--- config.mk ---
export PLATFORM = sky130hd
export DESIGN_NAME = dmtc_top
export DESIGN_NICKNAME = d
export VERILOG_FILES = /design/src/hw/dmtc_pkg.sv /design/src/hw/dmtc_gap_if.sv /design/src/hw/dmtc_gap_timer.sv /design/src/hw/dmtc_top.sv
export SDC_FILE = /design/constraint.sdc
export NUM_CORES = 1
export LEC_CHECK = 0
export BUFFER_PORTS_ARGS = -buffer_cell sky130_fd_sc_hd__buf_4
export CAP_MARGIN = 20
export CORE_ASPECT_RATIO = 1.4
export CORE_UTILIZATION = 45
export DETAILED_ROUTE_END_ITERATION = 7
export PLACE_DENSITY_LB_ADDON = 0.12
export REMOVE_ABC_BUFFERS = 1
export SYNTH_ARGS = -nofsm -noshare
export SYNTH_HDL_FRONTEND = slang
export SYNTH_SLANG_ARGS = --single-unit
--- constraint.sdc ---
create_clock -name pclk -period 9.9 [get_ports pclk]
set_input_delay 1.485 -clock pclk [delete_from_list [all_inputs] [get_ports pclk]]
set_output_delay 1.485 -clock pclk [all_outputs]
set_load 0.02 [all_outputs]
--- src/hw/dmtc_pkg.sv ---
// Functional notes
// - Control register is 32 bits; power-on reset clears it; manual reset and standby keep it.
// - Bit 30 picks all-bank precharge or mode register setting for SDRAM setup.
// - Bits 29..27 give post-refresh precharge of 0 to 21 cycles, step 3.
// - Reserved bits 26..24, 22, 18 read zero; software writes zero there.
// - Bit 23 gives DRAM column strobe negation of 1 or 2 cycles.
// - DRAM precharge field bits 21..19 gives 0 to 7 cycles before row reassert.
// - SDRAM precharge gives 1 to 8 cycles; 4 or more barred in row-hold mode.
// - DRAM delay bits 17..16 give row-to-column delay of 2 to 5 cycles.
// - SDRAM delay codes 1..3 give 2 to 4 cycles; 0 barred; 4 barred in row-hold.
// - SDRAM auto-precharge write waits precharge plus write delay before next activate.
// - SDRAM row-hold write waits the write delay before the next precharge.
// - Write delay bits 15..13, SDRAM only, codes 0..4 give 1 to 5; 5..7 reserved.
package dmtc_pkg;
    localparam int unsigned ADDR_W = 12;
    localparam int unsigned CNT_W = 5;
    typedef logic [CNT_W-1:0] dmtc_cnt_t;
    localparam logic [ADDR_W-1:0] MTC_OFFSET = 12'h000;
    localparam logic [ADDR_W-1:0] STATUS_OFFSET = 12'h004;
    localparam logic [31:0] MTC_RESET = 32'h00000000;
    localparam logic [31:0] MTC_WMASK = 32'hF8BBFFFF;
    localparam int unsigned ROW_HOLD_BIT = 31;
    localparam int unsigned SETUP_CMD_BIT = 30;
    localparam int unsigned POST_REFRESH_LSB = 27;
    localparam int unsigned COL_NEGATE_BIT = 23;
    localparam int unsigned ROW_PRECHARGE_LSB = 19;
    localparam int unsigned ROW_TO_COL_LSB = 16;
    localparam int unsigned WRITE_PRECHARGE_LSB = 13;
    localparam int unsigned STAT_ACT_BIT = 0;
    localparam int unsigned STAT_COL_BIT = 1;
    localparam int unsigned STAT_PRE_BIT = 2;
    localparam int unsigned STAT_CFG_BIT = 3;
    localparam dmtc_cnt_t POST_REFRESH_STEP = 5'h03;
    localparam dmtc_cnt_t DRAM_RCD_BASE = 5'h02;
    localparam dmtc_cnt_t ONE_CYCLE = 5'h01;
    localparam logic [2:0] SDRAM_TPC_HOLD_LIMIT = 3'h3;
    localparam logic [1:0] SDRAM_RCD_HOLD_LIMIT = 2'h3;
    localparam logic [2:0] WRITE_PRECHARGE_DELAY_MAX_CODE = 3'h4;

    function automatic dmtc_cnt_t post_refresh_cycles(input logic [2:0] code);
        post_refresh_cycles = 5'(code * POST_REFRESH_STEP);
    endfunction

    function automatic dmtc_cnt_t row_precharge_cycles(input logic [2:0] code,
                                                       input logic sdram);
        row_precharge_cycles = sdram ? 5'({2'h0, code} + ONE_CYCLE) : 5'({2'h0, code});
    endfunction

    function automatic dmtc_cnt_t row_to_col_cycles(input logic [1:0] code, input logic sdram);
        row_to_col_cycles = sdram ? 5'({3'h0, code} + ONE_CYCLE)
                                  : 5'({3'h0, code} + DRAM_RCD_BASE);
    endfunction

    function automatic dmtc_cnt_t write_precharge_cycles(input logic [2:0] code);
        logic [2:0] c;
        c = (code > WRITE_PRECHARGE_DELAY_MAX_CODE) ? WRITE_PRECHARGE_DELAY_MAX_CODE : code;
        write_precharge_cycles = 5'({2'h0, c} + ONE_CYCLE);
    endfunction

    function automatic dmtc_cnt_t max_cnt(input dmtc_cnt_t a, input dmtc_cnt_t b);
        max_cnt = (a > b) ? a : b;
    endfunction
endpackage

--- src/hw/dmtc_gap_if.sv ---
`timescale 1ns/10ps
`default_nettype none
interface dmtc_gap_if;
    logic load;
    dmtc_pkg::dmtc_cnt_t len;
    logic busy;
    modport timer (input load, input len, output busy);
    modport user (output load, output len, input busy);
endinterface
`default_nettype wire

--- src/hw/dmtc_gap_timer.sv ---
`timescale 1ns/10ps
`default_nettype none
module dmtc_gap_timer (
    input wire logic pclk,
    input wire logic presetn,
    input wire logic pce,
    input wire logic flush,
    dmtc_gap_if.timer gap
);
    dmtc_pkg::dmtc_cnt_t count_q;
    dmtc_pkg::dmtc_cnt_t count_d;
    logic busy_q;
    logic busy_d;

    // Longest pending wait wins when a new one arrives
    always_comb begin
        count_d = (count_q != 5'h00) ? 5'(count_q - 5'h01) : 5'h00;
        if (gap.load) begin
            count_d = dmtc_pkg::max_cnt(count_d, gap.len);
        end
        if (flush) begin
            count_d = 5'h00;
        end
        busy_d = (count_d != 5'h00);
    end

    always_ff @(posedge pclk or negedge presetn) begin
        if (!presetn) begin
            count_q <= 5'h00;
            busy_q <= 1'b0;
        end else if (pce) begin
            count_q <= count_d;
            busy_q <= busy_d;
        end
    end

    assign gap.busy = busy_q;
endmodule // dmtc_gap_timer
`default_nettype wire

--- src/hw/dmtc_top.sv ---
// The register addresses and the APB interface to the registers were left to the implementer.
`timescale 1ns/10ps
`default_nettype none
module dmtc_top (
    input wire logic pclk,
    input wire logic presetn,
    input wire logic pce,
    input wire logic psel,
    input wire logic penable,
    input wire logic pwrite,
    input wire logic [dmtc_pkg::ADDR_W-1:0] paddr,
    input wire logic [31:0] pwdata,
    output logic [31:0] prdata,
    output logic pready,
    output logic pslverr,
    input wire logic manual_reset,
    input wire logic sdram_sel,
    input wire logic refresh_end,
    input wire logic row_negate,
    input wire logic precharge_issued,
    input wire logic bank_active,
    input wire logic col_negate,
    input wire logic write_end,
    output logic row_strobe_hold_mode,
    output logic sdram_setup_command_select,
    output logic activate_blocked,
    output logic col_blocked,
    output logic precharge_blocked,
    output logic config_error
);
    logic [31:0] mtc_q;
    logic [31:0] mtc_d;
    logic [31:0] prdata_q;
    logic [31:0] prdata_d;
    logic pready_q;
    logic pready_d;
    logic pslverr_q;
    logic pslverr_d;
    logic cfg_err_q;
    logic cfg_err_d;
    logic flush_q;
    logic access;
    logic hit_mtc;
    logic hit_status;
    logic [2:0] post_refresh_code;
    logic [2:0] row_precharge_code;
    logic [1:0] row_to_col_code;
    logic [2:0] write_precharge_code;
    logic row_hold;
    logic sd_auto_write;
    logic sd_hold_write;
    logic [31:0] status_word;

    dmtc_gap_if act_gap ();
    dmtc_gap_if col_gap ();
    dmtc_gap_if pre_gap ();

    assign post_refresh_code = mtc_q[dmtc_pkg::POST_REFRESH_LSB +: 3];
    assign row_precharge_code = mtc_q[dmtc_pkg::ROW_PRECHARGE_LSB +: 3];
    assign row_to_col_code = mtc_q[dmtc_pkg::ROW_TO_COL_LSB +: 2];
    assign write_precharge_code = mtc_q[dmtc_pkg::WRITE_PRECHARGE_LSB +: 3];
    assign row_hold = mtc_q[dmtc_pkg::ROW_HOLD_BIT];

    // Bus access phase completes two cycles after penable rises, with pready high in the second
    assign access = psel && penable && !pready_q;
    assign hit_mtc = (paddr == dmtc_pkg::MTC_OFFSET);
    assign hit_status = (paddr == dmtc_pkg::STATUS_OFFSET);

    always_comb begin
        status_word = 32'h00000000;
        status_word[dmtc_pkg::STAT_ACT_BIT] = act_gap.busy;
        status_word[dmtc_pkg::STAT_COL_BIT] = col_gap.busy;
        status_word[dmtc_pkg::STAT_PRE_BIT] = pre_gap.busy;
        status_word[dmtc_pkg::STAT_CFG_BIT] = cfg_err_q;
    end

    always_comb begin
        mtc_d = mtc_q;
        prdata_d = prdata_q;
        pready_d = access;
        pslverr_d = 1'b0;
        // Write lands at the edge that sees pready high
        if (psel && penable && pready_q && pwrite && hit_mtc) begin
            mtc_d = pwdata & dmtc_pkg::MTC_WMASK;
        end
        if (access) begin
            prdata_d = 32'h00000000;
            if (hit_mtc) begin
                if (!pwrite) begin
                    prdata_d = mtc_q;
                end
            end else if (hit_status) begin
                if (!pwrite) begin
                    prdata_d = status_word;
                end
            end else begin
                pslverr_d = 1'b1;
            end
        end
    end

    // Power-on reset only; manual reset and standby never touch it
    always_ff @(posedge pclk or negedge presetn) begin
        if (!presetn) begin
            mtc_q <= dmtc_pkg::MTC_RESET;
            prdata_q <= 32'h00000000;
            pready_q <= 1'b0;
            pslverr_q <= 1'b0;
        end else if (pce) begin
            mtc_q <= mtc_d;
            prdata_q <= prdata_d;
            pready_q <= pready_d;
            pslverr_q <= pslverr_d;
        end
    end

    // SDRAM settings barred always, or only while the row is held open
    always_comb begin
        cfg_err_d = 1'b0;
        if (sdram_sel) begin
            if (row_to_col_code == 2'h0) begin
                cfg_err_d = 1'b1;
            end
            if (write_precharge_code > dmtc_pkg::WRITE_PRECHARGE_DELAY_MAX_CODE) begin
                cfg_err_d = 1'b1;
            end
            if (row_hold && row_precharge_code >= dmtc_pkg::SDRAM_TPC_HOLD_LIMIT) begin
                cfg_err_d = 1'b1;
            end
            if (row_hold && row_to_col_code == dmtc_pkg::SDRAM_RCD_HOLD_LIMIT) begin
                cfg_err_d = 1'b1;
            end
        end
    end

    assign sd_auto_write = sdram_sel && !row_hold && write_end;
    assign sd_hold_write = sdram_sel && row_hold && write_end;

    // Activate gate: refresh recovery, row precharge, write recovery
    always_comb begin
        act_gap.load = refresh_end || (row_negate && !sdram_sel)
                       || (precharge_issued && sdram_sel) || sd_auto_write;
        act_gap.len = 5'h00;
        if (refresh_end) begin
            act_gap.len = dmtc_pkg::post_refresh_cycles(post_refresh_code);
        end
        if (row_negate && !sdram_sel) begin
            act_gap.len = dmtc_pkg::max_cnt(act_gap.len,
                dmtc_pkg::row_precharge_cycles(row_precharge_code, 1'b0));
        end
        if (precharge_issued && sdram_sel) begin
            act_gap.len = dmtc_pkg::max_cnt(act_gap.len,
                dmtc_pkg::row_precharge_cycles(row_precharge_code, 1'b1));
        end
        if (sd_auto_write) begin
            act_gap.len = dmtc_pkg::max_cnt(act_gap.len,
                5'(dmtc_pkg::row_precharge_cycles(row_precharge_code, 1'b1)
                + dmtc_pkg::write_precharge_cycles(write_precharge_code)));
        end
    end

    // Column gate: row-to-column delay and DRAM column negation
    always_comb begin
        col_gap.load = bank_active || (col_negate && !sdram_sel);
        col_gap.len = 5'h00;
        if (bank_active) begin
            col_gap.len = dmtc_pkg::row_to_col_cycles(row_to_col_code, sdram_sel);
        end
        if (col_negate && !sdram_sel) begin
            col_gap.len = dmtc_pkg::max_cnt(col_gap.len,
                mtc_q[dmtc_pkg::COL_NEGATE_BIT] ? 5'h02 : 5'h01);
        end
    end

    // Precharge gate: write recovery while the row is held
    always_comb begin
        pre_gap.load = sd_hold_write;
        pre_gap.len = dmtc_pkg::write_precharge_cycles(write_precharge_code);
    end

    // Manual reset clears pending waits but keeps the register
    always_ff @(posedge pclk or negedge presetn) begin
        if (!presetn) begin
            flush_q <= 1'b0;
            cfg_err_q <= 1'b0;
        end else if (pce) begin
            flush_q <= manual_reset;
            cfg_err_q <= cfg_err_d;
        end
    end

    dmtc_gap_timer u_act_timer (
        .pclk(pclk),
        .presetn(presetn),
        .pce(pce),
        .flush(flush_q),
        .gap(act_gap)
    );

    dmtc_gap_timer u_col_timer (
        .pclk(pclk),
        .presetn(presetn),
        .pce(pce),
        .flush(flush_q),
        .gap(col_gap)
    );

    dmtc_gap_timer u_pre_timer (
        .pclk(pclk),
        .presetn(presetn),
        .pce(pce),
        .flush(flush_q),
        .gap(pre_gap)
    );

    assign prdata = prdata_q;
    assign pready = pready_q;
    assign pslverr = pslverr_q;
    assign row_strobe_hold_mode = mtc_q[dmtc_pkg::ROW_HOLD_BIT];
    assign sdram_setup_command_select = mtc_q[dmtc_pkg::SETUP_CMD_BIT];
    assign activate_blocked = act_gap.busy;
    assign col_blocked = col_gap.busy;
    assign precharge_blocked = pre_gap.busy;
    assign config_error = cfg_err_q;
endmodule // dmtc_top
`default_nettype wire

* Yosys cells after proc, flatten, opt, wreduce, memory -nomap -nowiden
Index checks and enable logic that the tools add are counted.
Cells by class: order comparisons 9, bitwise logic cells 0, multipliers 1, mux-type cells 37, add/sub/neg operators 8, eq/ne operators 2, div/mod/pow operators 0, shift operators 0, reduce and logical (&&, ||, !) cells 31
Operator list (count):
- $mux W5 | 21
- $mux W32 | 2
- $reduce_bool A5 Y1 | 6
- $gt A5 B5 Y1 | 4
- $sub A5 B1 Y5 const B | 3
- $logic_and A1 B1 Y1 | 14
- $eq A12 B3 Y1 const B | 1
- $logic_not A12 Y1 | 1
- $mux W3 | 3
- $add A3 B1 Y4 const B | 2
- $mux W1 | 8
- $mux W4 | 2
- $add A4 B5 Y5 | 1
- $gt A5 B2 Y1 | 1
- $gt A5 B3 Y1 | 1
- $gt A5 B4 Y1 | 1
- $mul A3 B2 Y5 const B | 1
- $logic_or A1 B1 Y1 | 4
- $reduce_and A2 Y1 | 2
- $add A2 B1 Y3 const B | 1
- $add A2 B2 Y3 const B | 1
- $ge A3 B2 Y1 const B | 1
- $gt A3 B3 Y1 const B | 1
- $logic_not A1 Y1 | 3
- other kinds (3) | 3
Word-level totals: logic and storage cells 100, ROM bits 0, latch bits 0, input port bits 58, memory bits (writable) 0, memories 0, register bits 81, output and inout bits 40

* Depth between registers and ports, before layout
Gate-level depths: netlist (run 1).
depth in word-level cells 16, gate-level depth with buffers 32, gate-level depth less buffers 30

* By module
A second synthesis (run 1) with hierarchy kept.
Second synthesis, totals: cell total of the unflattened synthesis 477, area, all modules 5003.5 um2
By module, submodules not included:
- dmtc_top | times used 1, area an instance 3310.7 um2, cells each 282, seq. area each 1451.4 um2
- dmtc_gap_timer | times used 3, area an instance 564.3 um2, cells each 65, seq. area each 150.1 um2

* Worst setup path before layout (run 1)
No wires, ideal clock.
kind input-to-reg, from in refresh_end, to reg u_act_timer.busy_q (netlist: u_act_timer.gap.busy), required time 9.764 ns, cell stages on the path 31, data arrival time 7.437 ns, slack 2.328 ns, buffers on the path 3, setup time 0.136 ns, cells stage by stage buf_2 -> and2_1 -> ha_1 -> a21oi_1 -> a21oi_2 -> nor4_4 -> mux2i_1 -> inv_1 -> ha_1 -> and3b_1 -> o311a_1 -> or2_0 -> clkbuf_2 -> a311o_2 -> o21ai_0 -> ha_1 -> nand3_1 -> o22ai_1 -> a21oi_1 -> nor2_1 -> a211o_1 -> a21boi_0 -> ha_1 -> nor2b_1 -> o31ai_1 -> a21oi_1 -> a31oi_1 -> clkbuf_1 -> mux2i_1 -> o21a_1 -> a41oi_2
On the way: longest elaborated chain between the ends 15, elaborated cells on any way between the ends 18, classes of those cells order compare: 4; mux: 10; reduce/logical: 4
Ends and longest elaborated chain:
- start, declared | RTL line dmtc_top.sv:18 | input wire logic refresh_end,
- $mux W5 | RTL line dmtc_top.sv:144 | if (refresh_end) begin
- $gt A5 B3 Y1 | RTL line dmtc_pkg.sv:61 | max_cnt = (a > b) ? a : b;
- $mux W5 | RTL line dmtc_pkg.sv:61
- $mux W5 | RTL line dmtc_top.sv:147 | if (row_negate && !sdram_sel) begin
- $gt A5 B5 Y1 | RTL line dmtc_pkg.sv:61
- $mux W5 | RTL line dmtc_pkg.sv:61
- $mux W5 | RTL line dmtc_top.sv:151 | if (precharge_issued && sdram_sel) begin
- $gt A5 B5 Y1 | RTL line dmtc_pkg.sv:61
- $mux W5 | RTL line dmtc_pkg.sv:61
- $mux W5 | RTL line dmtc_top.sv:155 | if (sd_auto_write) begin
- $gt A5 B5 Y1 | RTL line dmtc_pkg.sv:61
- $mux W5 | RTL line dmtc_pkg.sv:61
- $mux W5 * | RTL line dmtc_gap_timer.sv:18 | if (gap.load) begin
- $mux W5 * | RTL line dmtc_gap_timer.sv:21 | if (flush) begin
- $reduce_bool A5 Y1 * | RTL line dmtc_gap_timer.sv:24 | busy_d = (count_d != 5'h00);
- end signal, assigned | RTL line dmtc_gap_timer.sv:33 | busy_q <= busy_d;
- end, declared | RTL line dmtc_gap_timer.sv:12 | logic busy_q;
Every way passes the cells marked *; elsewhere a longest branch is shown, timed or not. A chain may end at the register's enable or synchronous reset.

* Final worst setup path (run 1)
Same ends and word-level chain as after synthesis.

==> results.sh, run 1 <==
export IMPL_holdWs_ps=470
export IMPL_cts_sinks=76
export IMPL_r2r_end="u_act_timer.gap.busy$_DFFE_PN0P_"
export IMPL_initial_core_util_pct=46.4
export IMPL_rsz0062_at_grt="no"
export IMPL_cts_clk_slew_worst_paths_ps=60
export IMPL_fillCellCount=931
export IMPL_crit_end="u_act_timer.gap.busy$_DFFE_PN0P_"
export IMPL_final_antenna_net_count=0
export IMPL_synth_most_common_cell="dfrtp_1"
export IMPL_cp_required_ps=10100
export IMPL_antenna_found_initial=0
export IMPL_worstReg2RegStart="mtc_q[28]$_DFFE_PN0P_"
export IMPL_cts_buffers=9
export IMPL_hold_class="reg -> reg"
export IMPL_fin_skew_ps=9.27
export IMPL_clock_tree_buffer_depth=2
export IMPL_tightest_slew_ps=964
export IMPL_first_global_vias=3826
export IMPL_synthArstFlopShare_pct=100
export IMPL_status="finished clean"
export IMPL_synth_ff_type="dfrtp_1"
export IMPL_die_w_um=89.3
export IMPL_setup_viol=0
export IMPL_die_h_um=124
export IMPL_ys_seq_elements=76
export IMPL_ys_top_cells_by_area="dfrtp_1, ha_1, mux2_2"
export IMPL_synth_cell_type_count=66
export IMPL_cpMostUsedCell="ha_1"
export IMPL_drive_above_1_share_pct=26.6
export IMPL_cts_hold_buf=0
export IMPL_period_needed_ps=8400
export IMPL_cp_depth=29
export IMPL_finalSetupTns_ps=0
export IMPL_clockRootBuffer="clkbuf_16"
export IMPL_power_density_nw_per_um2=215
export IMPL_r2r_cells=30
export IMPL_synth_common_cells="dfrtp_1, ha_1, inv_1"
export IMPL_grt_overflow=0
export IMPL_irDropWorstVdd_mv=0.111
export IMPL_wl_per_cell_um=15.4
export IMPL_cts_resized=0
export IMPL_wl_mm=10.9
export IMPL_grt_max_degree=77
export IMPL_slowest_delay_ps=710
export IMPL_drv_cap=0
export IMPL_crit_start="refresh_end"
export IMPL_slew_headroom_pct=35.7
export IMPL_critical_path_arrival_ps=8610
export IMPL_h_tree_depth=3
export IMPL_synth_edf_count=0
export IMPL_cts_setup_buffers=0
export IMPL_yosysWarnings=0
export IMPL_cp_end_kind="flip-flop"
export IMPL_r2r_setup_slack_ps=1670
export IMPL_hold_violations=0
export IMPL_synth_largest_area_cell="dfrtp_1"
export IMPL_insertion_delay_ps=340
export IMPL_synth_area_um2=4800
export IMPL_drtIter0Drc=91
export IMPL_synth_top_area_share_pct=39.6
export IMPL_place_hpwl_mm=8.21
export IMPL_worst_path_buf_inv=2
export IMPL_globalplace_congestion=0.853
export IMPL_grt_pass1_wl_mm=17.9
export IMPL_cts_tree="yes"
export IMPL_dieArea_um2=11100
export IMPL_row_count=44
export IMPL_cp_top_family="compound AO/OA/AOI/OAI gates"
export IMPL_syn_inst=477
export IMPL_crit_path_start_kind="primary input"
export IMPL_crit_fanout=11
export IMPL_max_freq_mhz=119
export IMPL_coreArea_um2=10300
export IMPL_ys_seq_area_share_pct=39.6
export IMPL_area_delta_synth_final_pct=22.6
export IMPL_fin_nets=666
export IMPL_vias=3860
export IMPL_syn_area_per_cell_um2=10.1
export IMPL_io_buffers=87
export IMPL_drv_slew=0
export IMPL_firstDrtPassIters=4
export IMPL_leakage_nw=3.03
export IMPL_drc_errors=0
export IMPL_antenna_cells=0
export IMPL_io_pins=98
export IMPL_period_share_pct=84.9
export IMPL_crit_type="in -> reg"
export IMPL_avgViaCountPerCell=5.48
export IMPL_grt_use_total_pct=20.7
export IMPL_cp_slowest_cell="a31oi_1"
power breakdown:
part / switching [W] / internal [W]
combinational: 0.000301 / 0.000245
sequential: 0.0000310 / 0.000343
clock: 0.000141 / 0.000202
total: 0.000473 / 0.000790
state kept, by name, summed over array words and instances, names as in the netlist:
name                  cells
prdata                   27
u_pre_timer.count_q       5
u_col_timer.count_q       5
pready                    1
u_col_timer.gap.busy      1
pslverr                   1
config_error              1
flush_q                   1
u_act_timer.count_q       5
u_act_timer.gap.busy      1
mtc_q                    27
u_pre_timer.gap.busy      1
layer usage:
| metal | vias up | wire, µm | GRT usage (%) | part of all wire [%] |
|---|---|---|---|---|
| met5 | - | 0 | 0 | 0 |
| met4 | 0 | 254 | 7.75 | 2.3 |
| met3 | 21 | 329 | 2.86 | 3.0 |
| met2 | 85 | 5630 | 35.9 | 52 |
| met1 | 1877 | 4650 | 25.4 | 43 |
| li1 | 1877 | - | - | - |
cell families after synthesis:
kind of cell,count (synthesis),share of synthesized area [%]
AND/OR/NAND/NOR,125,14.2
AO/OA/AOI/OAI,115,17.4
flip-flops,76,39.6
buffers and inverters,64,5.55
adder cells (fa/ha/maj),46,12.3
multiplexers,39,8.91
XOR/XNOR,10,1.82
other,2,0.156
cells in the final DEF, fill, tap and decap left out, types with 6 or more instances in the layout:
master	count
conb_1	7
a21oi_1	13
nand2b_1	10
ha_1	44
nand2_1	24
nor3_1	11
inv_1	42
a21o_1	9
and2_1	6
clkbuf_16	9
nor2_1	24
o21ai_0	19
nand3_1	11
mux2_2	30
nor2b_1	8
buf_4	90
a22o_1	23
dfrtp_1	76
mux2i_1	9
layout make-up:
| cell class | instances | area [µm²] | area share, % |
|---|---|---|---|
| Multi-Input combinational cell | 342 | 2660 | 45.2 |
| Sequential cell | 76 | 1900 | 32.3 |
| Timing Repair Buffer | 90 | 676 | 11.5 |
| Clock buffer | 9 | 225 | 3.83 |
| Tap cell | 138 | 173 | 2.93 |
| Inverter | 43 | 161 | 2.74 |
| Clock inverter | 7 | 88.8 | 1.51 |
stage by stage:
step | utilization [%] | power, W | worst slack (ps) | std cells | instance area (µm²)
floorplan | - | 0.000784 | 2390 | 461 | 4720
global placement | 53.8 | 0.000903 | 1400 | 689 | 5570
detailed placement | 53.8 | 0.000925 | 1240 | 689 | 5570
CTS | 56.9 | 0.00127 | 1560 | 705 | 5890
global route | 56.9 | 0.00136 | 1010 | 705 | 5890
finish | 56.9 | 0.00126 | 1500 | 705 | 5890
worst min-delay path, cell delays in order, from the launching register on:
cell and delay, ps:
dfrtp_1 340, nand2_1 50, nand2_1 50
how the worst min path moves through the flow:
stage	start	endpoint	slack [ps]	depth (start not counted)
6_report	prdata[3]$_DFFE_PN0P_	prdata[3]$_DFFE_PN0P_	470	2
3_3_place_gp	prdata[2]$_DFFE_PN0P_	prdata[2]$_DFFE_PN0P_	450	2
4_1_cts	prdata[3]$_DFFE_PN0P_	prdata[3]$_DFFE_PN0P_	470	2
5_1_grt	prdata[3]$_DFFE_PN0P_	prdata[3]$_DFFE_PN0P_	500	2
2_1_floorplan	mtc_q[10]$_DFFE_PN0P_	prdata[10]$_DFFE_PN0P_	460	1
3_5_place_dp	prdata[3]$_DFFE_PN0P_	prdata[3]$_DFFE_PN0P_	460	2
(Power assumes the default switching activity.)
==> inputs of run 2 (changes only) <==
- clock period: 9.9 -> 7.7 ns (I/O delays scaled with it)
==> results.sh, run 2 (synthesis results as in run 1) <==
export IMPL_clockRootBuffer="clkbuf_16"
export IMPL_critical_path_arrival_ps=7450
export IMPL_setup_viol=0
export IMPL_drv_slew=0
export IMPL_wl_per_cell_um=15.6
export IMPL_wl_mm=11.1
export IMPL_drive_above_1_share_pct=27.7
export IMPL_slowest_delay_ps=460
export IMPL_leakage_nw=3.07
export IMPL_cts_sinks=76
export IMPL_final_common_cell="buf_4"
export IMPL_first_global_vias=3872
export IMPL_clock_tree_buffer_depth=2
export IMPL_total_power_w=0.00165
export IMPL_status="finished clean"
export IMPL_initial_core_util_pct=46.4
export IMPL_drv_cap=0
export IMPL_fin_area_um2=5950
export IMPL_cp_required_ps=7900
export IMPL_grt_pass1_wl_mm=18.0
export IMPL_fin_nets=674
export IMPL_grt_max_degree=77
export IMPL_cpMostUsedCell="ha_1"
export IMPL_cp_end_kind="flip-flop"
export IMPL_vias=3948
export IMPL_period_share_pct=94.1
export IMPL_tightest_slew_ps=946
export IMPL_cts_buffers=9
export IMPL_irDropWorstVdd_mv=0.180
export IMPL_dp_cells=695
export IMPL_final_cells=712
export IMPL_row_count=44
export IMPL_insertion_delay_ps=330
export IMPL_hold_violations=0
export IMPL_power_density_nw_per_um2=278
export IMPL_io_buffers=87
export IMPL_slew_headroom_pct=36.9
export IMPL_area_delta_synth_final_pct=23.9
export IMPL_antenna_cells=0
export IMPL_io_pins=98
export IMPL_fin_skew_ps=7.99
export IMPL_period_needed_ps=7240
export IMPL_globalplace_congestion=0.857
export IMPL_grt_use_total_pct=20.9
export IMPL_avgViaCountPerCell=5.54
export IMPL_antenna_found_initial=0
export IMPL_finalSetupTns_ps=0
export IMPL_crit_fanout=8
export IMPL_crit_path_start_kind="flip-flop"
export IMPL_h_tree_depth=3
export IMPL_place_hpwl_mm=8.30
export IMPL_die_h_um=124
export IMPL_dieArea_um2=11100
export IMPL_hold_class="reg -> reg"
export IMPL_cp_slowest_cell="dfrtp_1"
export IMPL_cts_tree="yes"
export IMPL_crit_type="reg -> reg"
export IMPL_firstDrtPassIters=4
export IMPL_dpl_cell_area_um2=5620
export IMPL_cts_clk_slew_worst_paths_ps=60
export IMPL_final_cell_mix="buf_4, dfrtp_1, ha_1, inv_1, mux2_2"
export IMPL_max_freq_mhz=138
export IMPL_final_antenna_net_count=0
export IMPL_drc_errors=0
export IMPL_coreArea_um2=10300
export IMPL_die_w_um=89.3
export IMPL_drtIter0Drc=140
export IMPL_grt_overflow=0
[run 2: worst paths after layout]
| check | end | cells after the start | slack (ps) | from |
|---|---|---|---|---|
| max | u_act_timer.gap.busy$_DFFE_PN0P_ | 31 | 460 | mtc_q[28]$_DFFE_PN0P_ |
| min | prdata[2]$_DFFE_PN0P_ | 2 | 470 | prdata[2]$_DFFE_PN0P_ |
| max reg2reg | u_act_timer.gap.busy$_DFFE_PN0P_ | 31 | 460 | mtc_q[28]$_DFFE_PN0P_ |
| min reg2reg | prdata[2]$_DFFE_PN0P_ | 2 | 470 | prdata[2]$_DFFE_PN0P_ |
| max in group asynchronous | mtc_q[14]$_DFFE_PN0P_ | 1 | 6120 | presetn |
| min in group asynchronous | pready$_DFFE_PN0P_ | 1 | 960 | presetn |
[run 2: layout make-up]
cell class	count	area, µm²
timing repair buffer	98	736
tap	138	173
inverter	43	161
clock inverter	6	87.6
sequential	76	1900
multi-input combinational	342	2670
clock buffer	9	225
fill	945	4400
[run 2: worst max-delay path: cells and delay by family, from the launching register on]
| family | cells | cell delay, ps |
|---|---|---|
| fa+ha+maj | 6 | 1880 |
| mux | 1 | 280 |
| simple gates | 7 | 1220 |
| flops | 1 | 460 |
| buf+inv | 2 | 260 |
| compound gates | 15 | 3010 |
[run 2: per-stage QoR]
step | hold WS, ps | utilization [%] | setup slack [ps]
after floorplan | 461 | - | 515
final | 465 | 57.5 | 457
after CTS | 470 | 57.3 | 292
after detailed placement | 457 | 54.3 | 143
after global placement | 451 | 54.3 | 250
after global routing | 498 | 57.5 | -58.6
[run 2: routing by layer]
metal	vias up	part of all wire (%)	global-route usage, %	wire length [µm]
met1	1926	41	25.2	4600
li1	1895	-	-	-
met3	19	4.0	3.59	442
met4	0	2.3	8.12	256
met5	-	0	0	0
met2	108	52	36.1	5790
[run 2: repair_timing]
| action | CTS | global route |
|---|---|---|
| setup endpoints to repair | 0 | 6 |
| setup buffers | 0 | 2 |
| gates resized for setup | 0 | 1 |
| hold buffers | 0 | 0 |
| endpoints found under the hold margin | 0 | 0 |
[run 2: power breakdown]
| group | internal, W | switching, W | leakage (nW) |
|---|---|---|---|
| sequential | 0.000442 | 0.0000403 | 1.04 |
| clock | 0.000283 | 0.000157 | 0.156 |
| combinational | 0.000338 | 0.000394 | 1.88 |
| total | 0.00106 | 0.000592 | 3.07 |
